### config.mk
export PLATFORM = sky130hd
export DESIGN_NAME = pfp_top
export DESIGN_NICKNAME = d
export VERILOG_FILES = /design/src/hw/pfp_top.v /design/src/hw/pfp_timer.v
export VERILOG_INCLUDE_DIRS = /design/src /design/src/hw
export SDC_FILE = /design/constraint.sdc
export NUM_CORES = 1
export LEC_CHECK = 0
export BUFFER_PORTS_ARGS = -buffer_cell sky130_fd_sc_hd__buf_4
export CORE_MARGIN = 5
export CORE_UTILIZATION = 35
export DETAILED_ROUTE_END_ITERATION = 16
export GPL_TIMING_DRIVEN = 0
export PLACE_DENSITY = 0.54
export SYNTH_ARGS = -nofsm -noshare
export SYNTH_HDL_FRONTEND = slang
export SYNTH_SLANG_ARGS = --single-unit
### constraint.sdc
create_clock -name clk -period 14.8 [get_ports clk]
set_clock_uncertainty 0.2 [all_clocks]
set_input_delay 2.22 -clock clk [delete_from_list [all_inputs] [get_ports clk]]
set_output_delay 2.22 -clock clk [all_outputs]
set_load 0.01 [all_outputs]
### src/hw/pfp_defs.vh
// Function
// - four spans: 128, 256, 512, 1024 pulses
// - two jumpers select the span
// - up-down counter follows feedback pulses
// - power-up homes, clears, then positions
// - home when pulses stop; count zero
// - new control value starts motor, compares
// - slow near target, stop when equal
// - current limit over 2s trips
// - move over 50s without a new control value trips
// - error output held during fault
// - reverse command or power cycle clears trip
`ifndef PFP_DEFS_VH
`define PFP_DEFS_VH
`define PFP_CLK_HZ 32'h0098_9680
`define PFP_ILIM_MS 32'h0000_07d0
`define PFP_MOVE_MS 32'h0000_c350
`define PFP_HOME_MS 32'h0000_0064
`define PFP_SLOW_CNT 11'h010
`define PFP_SPAN_128 2'h0
`define PFP_SPAN_256 2'h1
`define PFP_SPAN_512 2'h2
`define PFP_SPAN_1024 2'h3
`define PFP_ST_HOME 2'h0
`define PFP_ST_IDLE 2'h1
`define PFP_ST_MOVE 2'h2
`define PFP_ST_TRIP 2'h3
`endif

### src/hw/pfp_top.v
`timescale 1ns/1ps
`include "pfp_defs.vh"
module pfp_top #(
    parameter [31:0] ILIM_CYC = `PFP_ILIM_MS * (`PFP_CLK_HZ / 32'h0000_03e8),
    parameter [31:0] MOVE_CYC = `PFP_MOVE_MS * (`PFP_CLK_HZ / 32'h0000_03e8),
    parameter [31:0] HOME_CYC = `PFP_HOME_MS * (`PFP_CLK_HZ / 32'h0000_03e8)
) (
    // clock and reset
    input wire clk,
    input wire rstn,
    // control value and range jumpers
    input wire [9:0] ctrl_val,
    input wire [1:0] span_sel,
    // feedback
    input wire pulse_in,
    input wire cur_at_limit,
    // motor drive
    output reg drive_en_ff,
    output reg drive_up_ff,
    output reg drive_slow_ff,
    // error, open collector
    output wire err_out,
    output wire err_oe_n,
    // status
    output reg [10:0] pos_ff,
    output reg [1:0] state_ff
);
    reg sync1_ff;
    reg sync2_ff;
    reg sync3_ff;
    reg [10:0] tgt_ff;
    reg [9:0] last_val_ff;
    reg trip_dir_ff;
    reg [1:0] nxt_state;
    reg [10:0] tgt;
    reg [10:0] diff;
    wire pulse_edge;
    wire home_quiet;
    wire ilim_trip;
    wire move_trip;
    wire val_new;
    wire want_up;
    wire move_start;
    wire [10:0] tgt_nxt;
    reg err_act_ff;

    // edge of the synchronised feedback pulse
    always @(posedge clk or negedge rstn) begin
        if (!rstn) begin
            sync1_ff <= 1'b0;
            sync2_ff <= 1'b0;
            sync3_ff <= 1'b0;
        end else begin
            sync1_ff <= pulse_in;
            sync2_ff <= sync1_ff;
            sync3_ff <= sync2_ff;
        end
    end
    assign pulse_edge = sync2_ff & ~sync3_ff;

    // scale control value onto the chosen span
    always @* begin
        case (span_sel)
        `PFP_SPAN_128: tgt = {4'h0, ctrl_val[9:3]};
        `PFP_SPAN_256: tgt = {3'h0, ctrl_val[9:2]};
        `PFP_SPAN_512: tgt = {2'h0, ctrl_val[9:1]};
        `PFP_SPAN_1024: tgt = {1'b0, ctrl_val};
        default: tgt = {1'b0, ctrl_val};
        endcase
    end

    // direction asked for by the present command
    assign want_up = (tgt > pos_ff);
    assign val_new = (ctrl_val != last_val_ff);
    // target freezes while tripped, reloads on the clearing command
    assign tgt_nxt = (state_ff != `PFP_ST_TRIP || nxt_state == `PFP_ST_MOVE) ?
                     tgt : tgt_ff;
    // a move starts on entry into the move state
    assign move_start = (nxt_state == `PFP_ST_MOVE) &&
                        (state_ff != `PFP_ST_MOVE);

    // distance to go, for the slow-down window
    always @* begin
        if (tgt_nxt > pos_ff)
            diff = tgt_nxt - pos_ff;
        else
            diff = pos_ff - tgt_nxt;
    end

    // home: quiet time without pulses ends the search
    pfp_timer #(.LIMIT(HOME_CYC)) u_home (
        .clk(clk),
        .rstn(rstn),
        .run(state_ff == `PFP_ST_HOME),
        .restart(pulse_edge),
        .expired(home_quiet)
    );

    pfp_timer #(.LIMIT(ILIM_CYC)) u_ilim (
        .clk(clk),
        .rstn(rstn),
        .run(cur_at_limit && drive_en_ff),
        .restart(move_start),
        .expired(ilim_trip)
    );

    pfp_timer #(.LIMIT(MOVE_CYC)) u_move (
        .clk(clk),
        .rstn(rstn),
        .run(state_ff == `PFP_ST_MOVE),
        .restart(val_new || move_start),
        .expired(move_trip)
    );

    // operating sequence: home, idle, move, trip
    always @* begin
        nxt_state = state_ff;
        case (state_ff)
        `PFP_ST_HOME: begin
            if (ilim_trip)
                nxt_state = `PFP_ST_TRIP;
            else if (home_quiet)
                nxt_state = `PFP_ST_IDLE;
        end
        `PFP_ST_IDLE: begin
            if (tgt_ff != pos_ff)
                nxt_state = `PFP_ST_MOVE;
        end
        `PFP_ST_MOVE: begin
            if (ilim_trip || move_trip)
                nxt_state = `PFP_ST_TRIP;
            else if (tgt_ff == pos_ff)
                nxt_state = `PFP_ST_IDLE;
        end
        `PFP_ST_TRIP: begin
            if (tgt != pos_ff && want_up != trip_dir_ff)
                nxt_state = `PFP_ST_MOVE;
        end
        default: nxt_state = `PFP_ST_HOME;
        endcase
    end

    // state register
    always @(posedge clk or negedge rstn) begin
        if (!rstn) begin
            state_ff <= `PFP_ST_HOME;
            last_val_ff <= 10'h000;
        end else begin
            state_ff <= nxt_state;
            last_val_ff <= ctrl_val;
        end
    end

    // target register
    always @(posedge clk or negedge rstn) begin
        if (!rstn)
            tgt_ff <= 11'h000;
        else
            tgt_ff <= tgt_nxt;
    end

    // direction of the drive that tripped, for the reverse clear
    always @(posedge clk or negedge rstn) begin
        if (!rstn)
            trip_dir_ff <= 1'b0;
        else if (nxt_state == `PFP_ST_TRIP && state_ff != `PFP_ST_TRIP)
            trip_dir_ff <= drive_up_ff;
    end

    // error indication follows the trip state
    always @(posedge clk or negedge rstn) begin
        if (!rstn)
            err_act_ff <= 1'b0;
        else
            err_act_ff <= (nxt_state == `PFP_ST_TRIP);
    end

    // position tracking
    always @(posedge clk or negedge rstn) begin
        if (!rstn)
            pos_ff <= 11'h000;
        else if (state_ff == `PFP_ST_HOME && home_quiet)
            pos_ff <= 11'h000;
        else if (pulse_edge && state_ff != `PFP_ST_HOME) begin
            if (drive_up_ff)
                pos_ff <= pos_ff + 11'h001;
            else if (pos_ff != 11'h000)
                pos_ff <= pos_ff - 11'h001;
        end
    end

    // motor drive outputs
    always @(posedge clk or negedge rstn) begin
        if (!rstn) begin
            drive_en_ff <= 1'b0;
            drive_up_ff <= 1'b0;
            drive_slow_ff <= 1'b0;
        end else begin
            case (nxt_state)
            `PFP_ST_HOME: begin
                drive_en_ff <= 1'b1;
                drive_up_ff <= 1'b0;
                drive_slow_ff <= 1'b0;
            end
            `PFP_ST_MOVE: begin
                drive_en_ff <= 1'b1;
                drive_up_ff <= (tgt_nxt > pos_ff);
                drive_slow_ff <= (diff <= `PFP_SLOW_CNT);
            end
            default: begin
                drive_en_ff <= 1'b0;
                drive_slow_ff <= 1'b0;
            end
            endcase
        end
    end

    assign err_out = 1'b0;
    // open collector: enable low pulls the error line
    assign err_oe_n = ~err_act_ff;
endmodule

### src/hw/pfp_timer.v
`timescale 1ns/1ps
`include "pfp_defs.vh"
module pfp_timer #(
    parameter [31:0] LIMIT = 32'h0000_0010
) (
    // clock and reset
    input wire clk,
    input wire rstn,
    // control
    input wire run,
    input wire restart,
    // result
    output wire expired
);
    reg [31:0] cnt_ff;
    wire [31:0] nxt_cnt;
    // counts only an unbroken run of the condition
    assign nxt_cnt = (!run || restart) ? 32'h0000_0000 :
                     (cnt_ff >= LIMIT) ? cnt_ff : cnt_ff + 32'h0000_0001;
    assign expired = (cnt_ff >= LIMIT);
    always @(posedge clk or negedge rstn) begin
        if (!rstn)
            cnt_ff <= 32'h0000_0000;
        else
            cnt_ff <= nxt_cnt;
    end
endmodule

---- Word-level counts from Yosys, hierarchy flattened ----
Index checks and enable logic that the tools add are counted.
storage, ports and cells
  register bits ........................... 138
  bits of input ports ..................... 16
  word-level logic and storage cells ...... 97
cells by class
  equality and inequality tests ........... 18
  reduce and logical (&&, ||, !) cells .... 25
  add/sub/neg operators ................... 7
  $lt $le $gt $ge ......................... 6
  bitwise logic cells ..................... 3
  mux-type cells .......................... 23
operator list
  kind                                                                                   number
  32-bit 2-to-1 mux                                                                      6
  32-bit by 1-bit adder with 32-bit output, second input constant                        3
  11-bit 2-to-1 mux                                                                      6
  11-bit one-hot mux with 4 select lines                                                 1
  32-bit by 20-bit greater-or-equal comparator with 1-bit output, second input constant  1
  32-bit by 25-bit greater-or-equal comparator with 1-bit output, second input constant  1
  32-bit by 29-bit greater-or-equal comparator with 1-bit output, second input constant  1
  11-bit > comparator                                                                    2
  11-bit inequality test                                                                 2
  11-bit subtractor                                                                      2
  2-bit == test, second input constant                                                   6
  2-bit 2-to-1 mux                                                                       6
  11-bit by 1-bit adder with 11-bit output, second input constant                        1
  11-bit == test                                                                         1
  11-bit by 5-bit less-or-equal comparator with 1-bit output, second input constant      1
  11-bit nonzero test                                                                    1
  11-bit by 1-bit subtractor with 11-bit output, second input constant                   1
  10-bit inequality test                                                                 1
  2-bit one-hot mux with 4 select lines                                                  1
  1-bit logical AND                                                                      6
  2-bit zero test                                                                        3
  1-bit logical OR                                                                       6
  2-bit by 1-bit inequality test with 1-bit output, second input constant                3
  2-bit nonzero test                                                                     3
  other kinds (11)                                                                       17

---- Depth between registers and ports, before layout ----
Gate-level depths: netlist of the first run.
  depth after elaboration ................. 14
  depth in mapped cells ................... 24
  depth with buffers taken out ............ 21

---- Hierarchy ----
Synthesis of the first run repeated with hierarchy kept, for this count alone.
second synthesis, totals
  cell total of the unflattened synthesis .. 931
  area, all modules ....................... 8,663.3 sq um
by module, submodules not included
  module               area each (sq um)  cells an instance  instances
  pfp_top              3,652.3            401                1
  pfp_timer at u_move  1,843.0            204                1
  pfp_timer at u_ilim  1,659.1            176                1
  pfp_timer at u_home  1,508.9            150                1

---- Worst setup path before layout of the first run ----
Ideal clock, no wire load.
  kind .................................... input-to-reg
  start point ............................. input span_sel[0]
  end point ............................... register drive_slow_ff
  data arrival time ....................... 6.947 ns
  data required time ...................... 14.469 ns
  buffers on the path ..................... 2
  setup slack ............................. 7.522 ns
  setup time .............................. 0.131 ns
  cell stages on the path ................. 21
  cells stage by stage .................... clkbuf_1 > mux2i_1 > mux2i_1 > ha_1 > a211oi_1 > nor2_1 > nor3_1 > o21bai_1 > xor2_1 > a21oi_1 > buf_2 > mux2_2 > ha_1 > and3_1 > o21ai_1 > a311o_1 > o21ai_4 > mux2_2 > o22a_1 > o2111ai_1 > nor3_2
between the ends
  longest elaborated chain between the ends .. 14
  elaborated cells on any way between the ends .. 20
  those cells by class .................... add/sub (2); order compare (3); eq/ne (6); mux (6); reduce/logical (3)
RTL lines
  item                                                                             RTL line       RTL
  start, declared                                                                  pfp_top.v:13   input wire [1:0] span_sel,
  2-bit == test (tied with other cells)                                            pfp_top.v:63   case (span_sel)
  11-bit one-hot mux with 4 select lines (*)                                       pfp_top.v:63
  11-bit > comparator                                                              pfp_top.v:73   assign want_up = (tgt > pos_ff);
  1-bit inequality test                                                            pfp_top.v:136  if (tgt != pos_ff && want_up != trip_dir_ff)
  1-bit logical AND                                                                pfp_top.v:136
  2-bit 2-to-1 mux                                                                 pfp_top.v:136
  2-bit one-hot mux with 4 select lines                                            pfp_top.v:118  case (state_ff)
  2-bit == test                                                                    n/a
  1-bit logical OR (no source line)                                                n/a
  11-bit 2-to-1 mux (*)                                                            pfp_top.v:76   assign tgt_nxt = (state_ff != `PFP_ST_TRIP || nxt_state == `PFP_ST_MOVE) ?
  net tgt_nxt[4]                                                                   pfp_top.v:44   wire [10:0] tgt_nxt;
  11-bit subtractor (tied with other cells)                                        pfp_top.v:87   diff = pos_ff - tgt_nxt;
  11-bit 2-to-1 mux (*)                                                            pfp_top.v:84   if (tgt_nxt > pos_ff)
  11-bit by 5-bit less-or-equal comparator with 1-bit output (no source line) (*)  n/a
  1-bit 2-to-1 mux (*)                                                             pfp_top.v:199  case (nxt_state)
  end signal, assigned                                                             pfp_top.v:208  drive_slow_ff <= (diff <= `PFP_SLOW_CNT);
  end, declared                                                                    pfp_top.v:20   output reg drive_slow_ff,
Mark *: on every way through the listed nets, which the timed path passes. The rest lies on a longest branch. The select of a mux whose other input is x is not followed.
A chain may end at the register's enable or synchronous reset.

---- Final worst setup path of the first run ----
Ends and elaborated chain as after synthesis.

==> results by group, run 1 <==
Hold path
  • Hold EP: sync2_ff$_DFF_PN0_
  • Worst Hold Path Cells: 0
  • Hold/Removal Path Class: register to register
  • Hold path startpoint: sync1_ff$_DFF_PN0_

Global route
  • Via count of the first global-routing pass: about 6600
  • Largest net degree at the start of global routing: between 90 and 100
  • Global-route wire length before repair: 33600 um
  • GRT Total Usage: between 10% and 20%
  • GRT Residual Overflow: 0
  • Initial antenna violation count: 0

STA
  • Slew margin rel.: between 50 and 60%
  • Final TNS setup: 0 ns
  • Slack of the critical path: ~6.8 ns
  • Worst Max-Slew Pin Slew: approximately 0.64 ns
  • Period Utilization, post-route: 53.8%
  • Max-slew violations: 0
  • RSZ-0062 raised after global routing: false
  • Final Hold Vio Count: 0
  • Final setup viols: 0
  • Crit path time final: between 7 and 8 ns
  • Top achievable clock speed: between 100 and 150 MHz

Placement
  • Final Wtd Congestion: between 0.8 and 0.9
  • Port buffer count: 32
  • Place WS: 6.40 ns
  • Dpl hpwl: about 14000 um

Finish
  • Final nets: 1031
  • Area growth, synth to finish: 15.0%
  • Ant diodes: 0
  • Share of cells above drive strength 1: a little under an eighth
  • Most frequent cells in the layout: 138 x dfrtp_1, 112 x nor2_1, 73 x nand2_1
  • Commonest non-fill, non-tap cell in the layout: dfrtp_1

Routing
  • Iter 0 DRT Violations: 476
  • Detailed-route via count: 6645
  • Final wirelength: between 15000 and 20000 um
  • DR WL/cell: 15.3 um
  • Vias/cell: roughly 5.1
  • Residual DRC: 0
  • Final ANT Viol Nets: 0
  • Router iterations before antenna repair: 4

Setup path
  • R2R Setup Slk: about 9 ns
  • R2R cell count: 18
  • RR Endpoint: drive_slow_ff$_DFF_PN0_
  • Worst setup EP type: register
  • Critical Path Source Type: primary input
  • WS Path Type: primary input to register
  • CP max FO: 10
  • Reg2Reg Launch Point: pos_ff[4]$_DFFE_PN0P_
  • Req. time, crit path: 14.94 ns
  • Arr. time, crit path: slightly above 8 ns

Synth
  • Number of synthesized flops with an enable pin: 0
  • Post-Synthesis Cells: just over 900
  • Yosys cell types: 83
  • Sequential area share after synthesis: about two fifths
  • Synth Register Bits: 138
  • Synthesized area: around 8500 um^2
  • Mapped Nets: 979
  • Synthesis Warnings: 0
  • Async set-or-reset flop fraction in the synthesized netlist: between 90% and 100%
  • Dominant synthesized flop cell: dfrtp_1
  • Syn Area/Cell: between 9 and 10 um^2

Clock network
  • Clk slew on worst S/H paths: ~0.07 ns
  • Root buffer cell: clkbuf_16
  • Clk_lat worst skew: approximately 0.42 ns
  • Max clock buf depth: 2
  • Clk sink count: between 100 and 150
  • CTS tree: done
  • Post_cts resized: 0
  • Clock H-tree levels: 4
  • Num CTS Buffers: 17
  • Hold_buf cts: 0
  • Setup bufs post-CTS: 0

Floorplan
  • Row cnt: 57
  • Starting Density: between 30% and 40%
  • IO Pins: 34
  • Die boundary width: approximately 170 um
  • Chip Height: 166 um
  • Full die area: 27500 um^2
  • CORE AREA: between 20000 and 25000 um^2

Run
  • Max-cap viol count: 0

Power
  • Power Density: 95.4 nW/um^2
  • Maximum vdd drop: 0.0000650 V
  • Static leakage: between 4 and 5 nW

Outcome
  • Status: complete, no violations
## cells by family (layout without fill, tap and decap cells)
| kind of cell | Yosys count | after routing | synth area share [%] |
|---|---|---|---|
| xor+xnor | 90 | 90 | 9.26 |
| buf+inv | 90 | 155 | 4.21 |
| compound gates | 163 | 163 | 13.8 |
| fa+ha+maj | 47 | 47 | 7.00 |
| simple gates | 354 | 354 | 20.7 |
| mux | 33 | 33 | 4.37 |
| other cells | 1 | 1 | 0.0441 |
| flops | 138 | 138 | 40.6 |
## critical path, stage by stage
cell and delay [ns]:
buf_4 0.09, clkbuf_1 0.42, mux2i_1 0.30, mux2i_1 0.14, ha_1 0.31, a211oi_1 0.22, nor2_1 0.07, nor3_1 0.34
o21bai_1 0.12, xor2_1 0.15, a21oi_1 0.37, buf_2 0.33, mux2_2 0.40, ha_1 0.31, a211oi_1 0.50, a311oi_2 0.31
o21ai_2 0.45, mux2i_1 0.47, o22a_1 0.19, o2111ai_1 0.16, nor3_2 0.21
## worst max-delay path by stage
stage,startpoint,end,cells after the start
after floorplan,span_sel[0],drive_slow_ff$_DFF_PN0_,21
after global placement,span_sel[0],drive_slow_ff$_DFF_PN0_,24
after detailed placement,span_sel[0],drive_slow_ff$_DFF_PN0_,24
after CTS,span_sel[0],drive_slow_ff$_DFF_PN0_,24
after global routing,span_sel[0],drive_slow_ff$_DFF_PN0_,21
final,span_sel[0],drive_slow_ff$_DFF_PN0_,21
## area by class of cell
type	instances	area, um^2
Timing Repair Buffer	33	272
Sequential cell	138	3450
Clock buffer	17	425
Clock inverter	15	174
Tap cell	324	405
Fill cell	2431	14300
Buffer	22	103
Multi-Input combinational cell	688	4700
Inverter	68	255
## state kept, by name (all words and copies together) (netlist names)
register and flops:
drive_en_ff 1, drive_slow_ff 1, drive_up_ff 1, err_act_ff 1, last_val_ff 10, pos_ff 11
state_ff 2, sync1_ff 1, sync2_ff 1, sync3_ff 1, tgt_ff 11, trip_dir_ff 1
u_home.cnt_ff 32, u_ilim.cnt_ff 32, u_move.cnt_ff 32
## per-stage QoR
stage | instance area [um^2] | total power [W] | utilization [%] | hold WS, ns | instances
floorplan | 8510 | 0.000472 | - | 0.131 | 916
global placement | 9150 | 0.000504 | 38.0 | 0.166 | 1272
detailed placement | 9190 | 0.000505 | 38.1 | 0.172 | 1273
CTS | 9780 | 0.000944 | 40.6 | 0.186 | 1305
global route | 9780 | 0.000976 | 40.6 | 0.187 | 1305
finish | 9780 | 0.000933 | 40.6 | 0.169 | 1305
## cells in the mapped netlist (3+ instances only)
master     number  share of area [%]
a31oi_1         7               0.51
and4_1          5               0.51
nand4_1        17                1.2
o21bai_1        3               0.26
nor2_1        112                4.9
xor2_1         56                5.8
o2111ai_1       3               0.31
nand2b_1        3               0.22
a211oi_1        5               0.44
or3_1          16                1.2
or4_1           3               0.26
nor4_1         17                1.2
o211ai_1        7               0.62
mux2i_1        18                2.1
nor3_2          3               0.35
nor3_1         22                1.3
and2_1          5               0.37
o21a_1          8               0.71
o21ai_0        32                1.9
o21ai_1         3               0.18
xnor2_1        34                3.5
a22o_1          9               0.93
ha_1           46                6.8
a21oi_1        39                2.3
dfrtp_1       138                 41
inv_1          67                3.0
buf_2           7               0.41
mux2_2         11                1.5
o211a_1         3               0.35
nand3_1        36                2.1
nor2b_1         5               0.37
a2111oi_0       3               0.31
and3_1         22                1.6
o31a_1          4               0.41
a21o_1          7               0.62
nand2_1        73                3.2
clkbuf_1       12               0.53
## metal layers
metal	GRT usage, %	vias up	routed length, um
met5	0	-	0
met4	5.09	0	310
met3	2.83	24	653
met2	23.5	119	9330
met1	20.1	3165	9690
li1	-	3337	-
## report_power, final
part	leakage (nW)	total, W	switching (W)	internal [W]
Combinational	2.11	0.000104	0.0000639	0.0000404
Sequential	1.87	0.000394	0.00000785	0.000386
Clock	0.281	0.000435	0.000170	0.000265
Total	4.26	0.000933	0.000242	0.000691
Note: power is estimated with default switching activity, not from simulation.
==> inputs of run 2 (changes only) <==
--- a/config.mk
+++ b/config.mk
@@ -6,6 +6,7 @@
 export SDC_FILE = /design/constraint.sdc
 export NUM_CORES = 1
 export LEC_CHECK = 0
+export ABC_AREA = 1
 export BUFFER_PORTS_ARGS = -buffer_cell sky130_fd_sc_hd__buf_4
 export CORE_MARGIN = 5
 export CORE_UTILIZATION = 35
==> constraint.sdc (replaced) <==
create_clock -name clk -period 8 [get_ports clk]
set_clock_uncertainty 0.2 [all_clocks]
set_input_delay 1.2 -clock clk [delete_from_list [all_inputs] [get_ports clk]]
set_output_delay 1.2 -clock clk [all_outputs]
set_load 0.01 [all_outputs]
==> run 2 against run 1 <==
Global-route usage increased by 2.0 points; first-iteration DRC count increased by 0.42%; critical path type unchanged; routed wire length increased by 23%; via count increased by 28%; count of clock-buffer cells in the layout increased by 4; die area increased by 9.6%; critical path depth increased by 7; synthesized cell count increased by 44%; sequential power increased by 84%; utilization decreased by 0.43 points; non-clock buffer count decreased by 3; sequential share of layout area decreased by 3.0 points.
==> results by group, run 2 <==
Routing
  • Detailed-route via count: 8507 (+28%)
  • Router iterations before antenna repair: 7 (+3)
  • Residual DRC: 0 (unchanged)
  • Vias/cell: 4.93 (-3.1%)
  • DR WL/cell: 14.3 um (-6.9%)
  • Final ANT Viol Nets: 0 (unchanged)
  • Final wirelength: 24600 um (+23%)
  • Iter 0 DRT Violations: 478 (+0.42%)

Clock network
  • Hold_buf cts: 0 (unchanged)
  • CTS tree: done
  • Num CTS Buffers: 17 (unchanged)
  • Root buffer cell: clkbuf_16
  • Clk sink count: 138 (unchanged)
  • Post_cts resized: 0 (unchanged)
  • Max clock buf depth: 2 (unchanged)
  • Setup bufs post-CTS: 0 (unchanged)
  • Clock H-tree levels: 4 (unchanged)
  • Clk_lat worst skew: 0.42 ns (about the same)
  • Clk slew on worst S/H paths: 0.06 ns (about the same)

Setup path
  • Reg2Reg Launch Point: pos_ff[8]$_DFFE_PN0P_
  • CP max FO: 10 (unchanged)
  • CP endpoint: drive_slow_ff$_DFF_PN0_
  • WS Path Type: primary input to register
  • Critical Path Source Type: primary input
  • Req. time, crit path: 8.14 ns (-6.80 ns)
  • RR Endpoint: drive_slow_ff$_DFF_PN0_
  • R2R cell count: 23 (+5)
  • Setup crit start: span_sel[0]
  • Arr. time, crit path: 5.54 ns (-2.57 ns)
  • R2R Setup Slk: 3.45 ns (-5.37 ns)
  • Worst setup EP type: register

STA
  • Max-slew violations: 0 (unchanged)
  • Final Hold Vio Count: 0 (unchanged)
  • Worst Max-Slew Pin Slew: 0.519 ns (-0.116 ns)
  • Top achievable clock speed: 185 MHz
  • Final setup viols: 0 (unchanged)
  • Crit path time final: between 5 and 6 ns
  • RSZ-0062 raised after global routing: false
  • Period Utilization, post-route: slightly below 70%
  • Slew margin rel.: 65.0% (+8.5 points)
  • Final TNS setup: 0 ns (unchanged)

Synth
  • Post-synth top area share: 36.8% (-3.8 points)
  • Synthesis Warnings: 0 (unchanged)
  • Sequential area share after synthesis: 36.8% (-3.8 points)
  • Synth area leader: dfrtp_1
  • Synth area leaders: dfrtp_1 37%, nand2_1 13%, inv_1 8.0%
  • Syn Area/Cell: 7.11 um^2 (-23%)
  • Number of synthesized flops with an enable pin: 0 (unchanged)
  • Synthesized area: 9380 um^2 (+10%)
  • Yosys cell types: 57 (-31%)
  • Post-Synthesis Cells: 1319 (+44%)
  • Dominant synthesized flop cell: dfrtp_1
  • Post-synth top cells: 316 x nand2_1, 201 x inv_1, 143 x nor2_1
  • Most frequent cell after synthesis: nand2_1
  • Mapped Nets: 1382 (+41%)
  • Async set-or-reset flop fraction in the synthesized netlist: 100% (unchanged)
  • Synth Register Bits: 138 (unchanged)

Power
  • Switching share of power: 26.3% (+0.34 points)
  • Clock share of power: 47.3% (+0.7 points)
  • Combinational fraction of design power: 12.4% (+1.2 points)
  • P_int: 0.00133 W (+92%)
  • Power Total: 0.00180 W (+93%)
  • Static leakage: 5.21 nW (+22%)
  • Power Density: 168 nW/um^2 (+76%)
  • Flop pwr share: 40.3% (-1.9 points)
  • Maximum vdd drop: 0.000143 V (+120%)
  • Switch Pwr: 0.000473 W (+95%)

Floorplan
  • Starting Density: 35.2% (-0.11 points)
  • Full die area: 30200 um^2 (+9.6%)
  • IO Pins: 34 (unchanged)
  • CORE AREA: 26700 um^2 (+11%)
  • Die boundary width: 174 um (+4.7%)
  • Row cnt: 60 (+5.3%)
  • Chip Height: 174 um (+4.7%)

Finish
  • Ant diodes: 0 (unchanged)
  • Commonest non-fill, non-tap cell in the layout: nand2_1
  • Most frequent cells in the layout: 316 x nand2_1, 201 x inv_1, 143 x nor2_1
  • Util after Layout: 40.2% (-0.43 points)
  • Share of cells above drive strength 1: 10.4% (-1.1 points)
  • Top flop regs: u_home.cnt_ff (32), u_ilim.cnt_ff (32), u_move.cnt_ff (32)
  • Final Cell Area: 10700 um^2 (+9.4%)
  • Area growth, synth to finish: 14.1%
  • Fillers: 2789 (+15%)
  • Final nets: 1434 (+39%)

Global route
  • GRT Total Usage: 16.7% (+2.0 points)
  • Largest net degree at the start of global routing: 92 (-4.2%)
  • Initial antenna violation count: 2 (+2)
  • GRT Residual Overflow: 0 (unchanged)
  • Global-route wire length before repair: 42000 um (+25%)
  • Via count of the first global-routing pass: 8426 (+28%)

Placement
  • Final Wtd Congestion: 0.898 (+3.3%)
  • Placed Instance Area: 10100 um^2 (+9.7%)
  • Dpl hpwl: 18900 um (+30%)
  • Port buffer count: 32 (unchanged)

Outcome
  • Status: complete, no violations

Hold path
  • Hold/Removal Path Class: register to register

Run
  • Max-cap viol count: 0 (unchanged)
[run 2: cell count changes after synthesis, sizes merged, moves of 15 or more]
cell,before,now
xor2,56,18
o21ai,37,66
a21oi,39,66
mux2i,18,0
xnor2,34,9
and3,22,1
or3,16,1
nand3,36,98
inv,68,209
nand4,19,42
nor2,113,172
nand2,75,323
[run 2: kinds of logic after synthesis]
| logic type | after synthesis | share of synthesized area [%] |
|---|---|---|
| buffers and inverters | 231 | 9.86 |
| other | 1 | 0.0400 |
| adders and majority gates | 47 | 6.35 |
| AOI/OAI and AO/OA | 176 | 10.8 |
| xor gates and xnor gates | 27 | 2.52 |
| and+or+nand+nor | 699 | 33.6 |
| DFF | 138 | 36.8 |
[run 2: power groups by stage]
| stage | clock network, W | registers, W | logic (W) |
|---|---|---|---|
| after CTS | 0.000867 | 0.000726 | 0.000224 |
| after global routing | 0.000902 | 0.000728 | 0.000258 |
| final | 0.000851 | 0.000726 | 0.000223 |
| after floorplan | 0 | 0.000736 | 0.000155 |
| after global placement | 0 | 0.000738 | 0.000218 |
| after detailed placement | 0 | 0.000738 | 0.000222 |
[run 2: metrics by stage]
step	cells	hold slack [ns]	setup WS [ns]
4_1_cts	1725	0.152	2.63
6_report	1725	0.151	2.59
2_1_floorplan	1319	0.131	3.17
3_3_place_gp	1692	0.135	2.25
5_1_grt	1725	0.167	2.10
3_5_place_dp	1693	0.138	2.22
[run 2: critical path, stage by stage]
cell,delay (ns)
buf_4,0.13
nand2_1,0.27
o22ai_1,0.12
a21oi_1,0.12
o21ai_0,0.17
ha_1,0.37
nand4_1,0.10
nor2_1,0.16
nand2_1,0.10
nand3_1,0.09
nand2_1,0.05
nand3_1,0.06
nand2_1,0.11
buf_4,0.20
buf_4,0.17
nand2_1,0.05
o21ai_0,0.20
ha_1,0.49
nand2_1,0.13
nor3_1,0.24
nand3_2,0.14
nand2_4,0.17
inv_4,0.10
nand2_1,0.09
nand2_1,0.05
nor3_1,0.18
nand3_1,0.10
a21oi_1,0.17
[run 2: per-layer routing]
layer  up-vias  GRT usage (%)  part of all wire (%)
met5         -              0                  0.14
met4         4           3.86                   1.4
met3        24           3.36                   3.7
met2       127           28.1                    47
met1      3965           22.3                    48
li1       4387              -                     -
[run 2: worst min-delay path by stage]
stage                          to  slack [ns]  depth (start not counted)               start
6_report       sync2_ff$_DFF_PN0_        0.15                          0  sync1_ff$_DFF_PN0_
2_1_floorplan  sync2_ff$_DFF_PN0_        0.13                          0  sync1_ff$_DFF_PN0_
4_1_cts        sync2_ff$_DFF_PN0_        0.15                          0  sync1_ff$_DFF_PN0_
3_5_place_dp   sync2_ff$_DFF_PN0_        0.14                          0  sync1_ff$_DFF_PN0_
3_3_place_gp   sync2_ff$_DFF_PN0_        0.13                          0  sync1_ff$_DFF_PN0_
5_1_grt        sync2_ff$_DFF_PN0_        0.17                          0  sync1_ff$_DFF_PN0_
[run 2: final cells by class]
class | instances | area (um^2) | share of cell area [%]
Sequential cell | 138 | 3450 | 32.3
Buffer | 19 | 126 | 1.18
Clock buffer | 21 | 460 | 4.30
Multi-Input combinational cell | 950 | 5000 | 46.7
Clock inverter | 11 | 168 | 1.57
Tap cell | 341 | 427 | 3.99
Inverter | 212 | 798 | 7.46
Timing Repair Buffer | 33 | 272 | 2.54
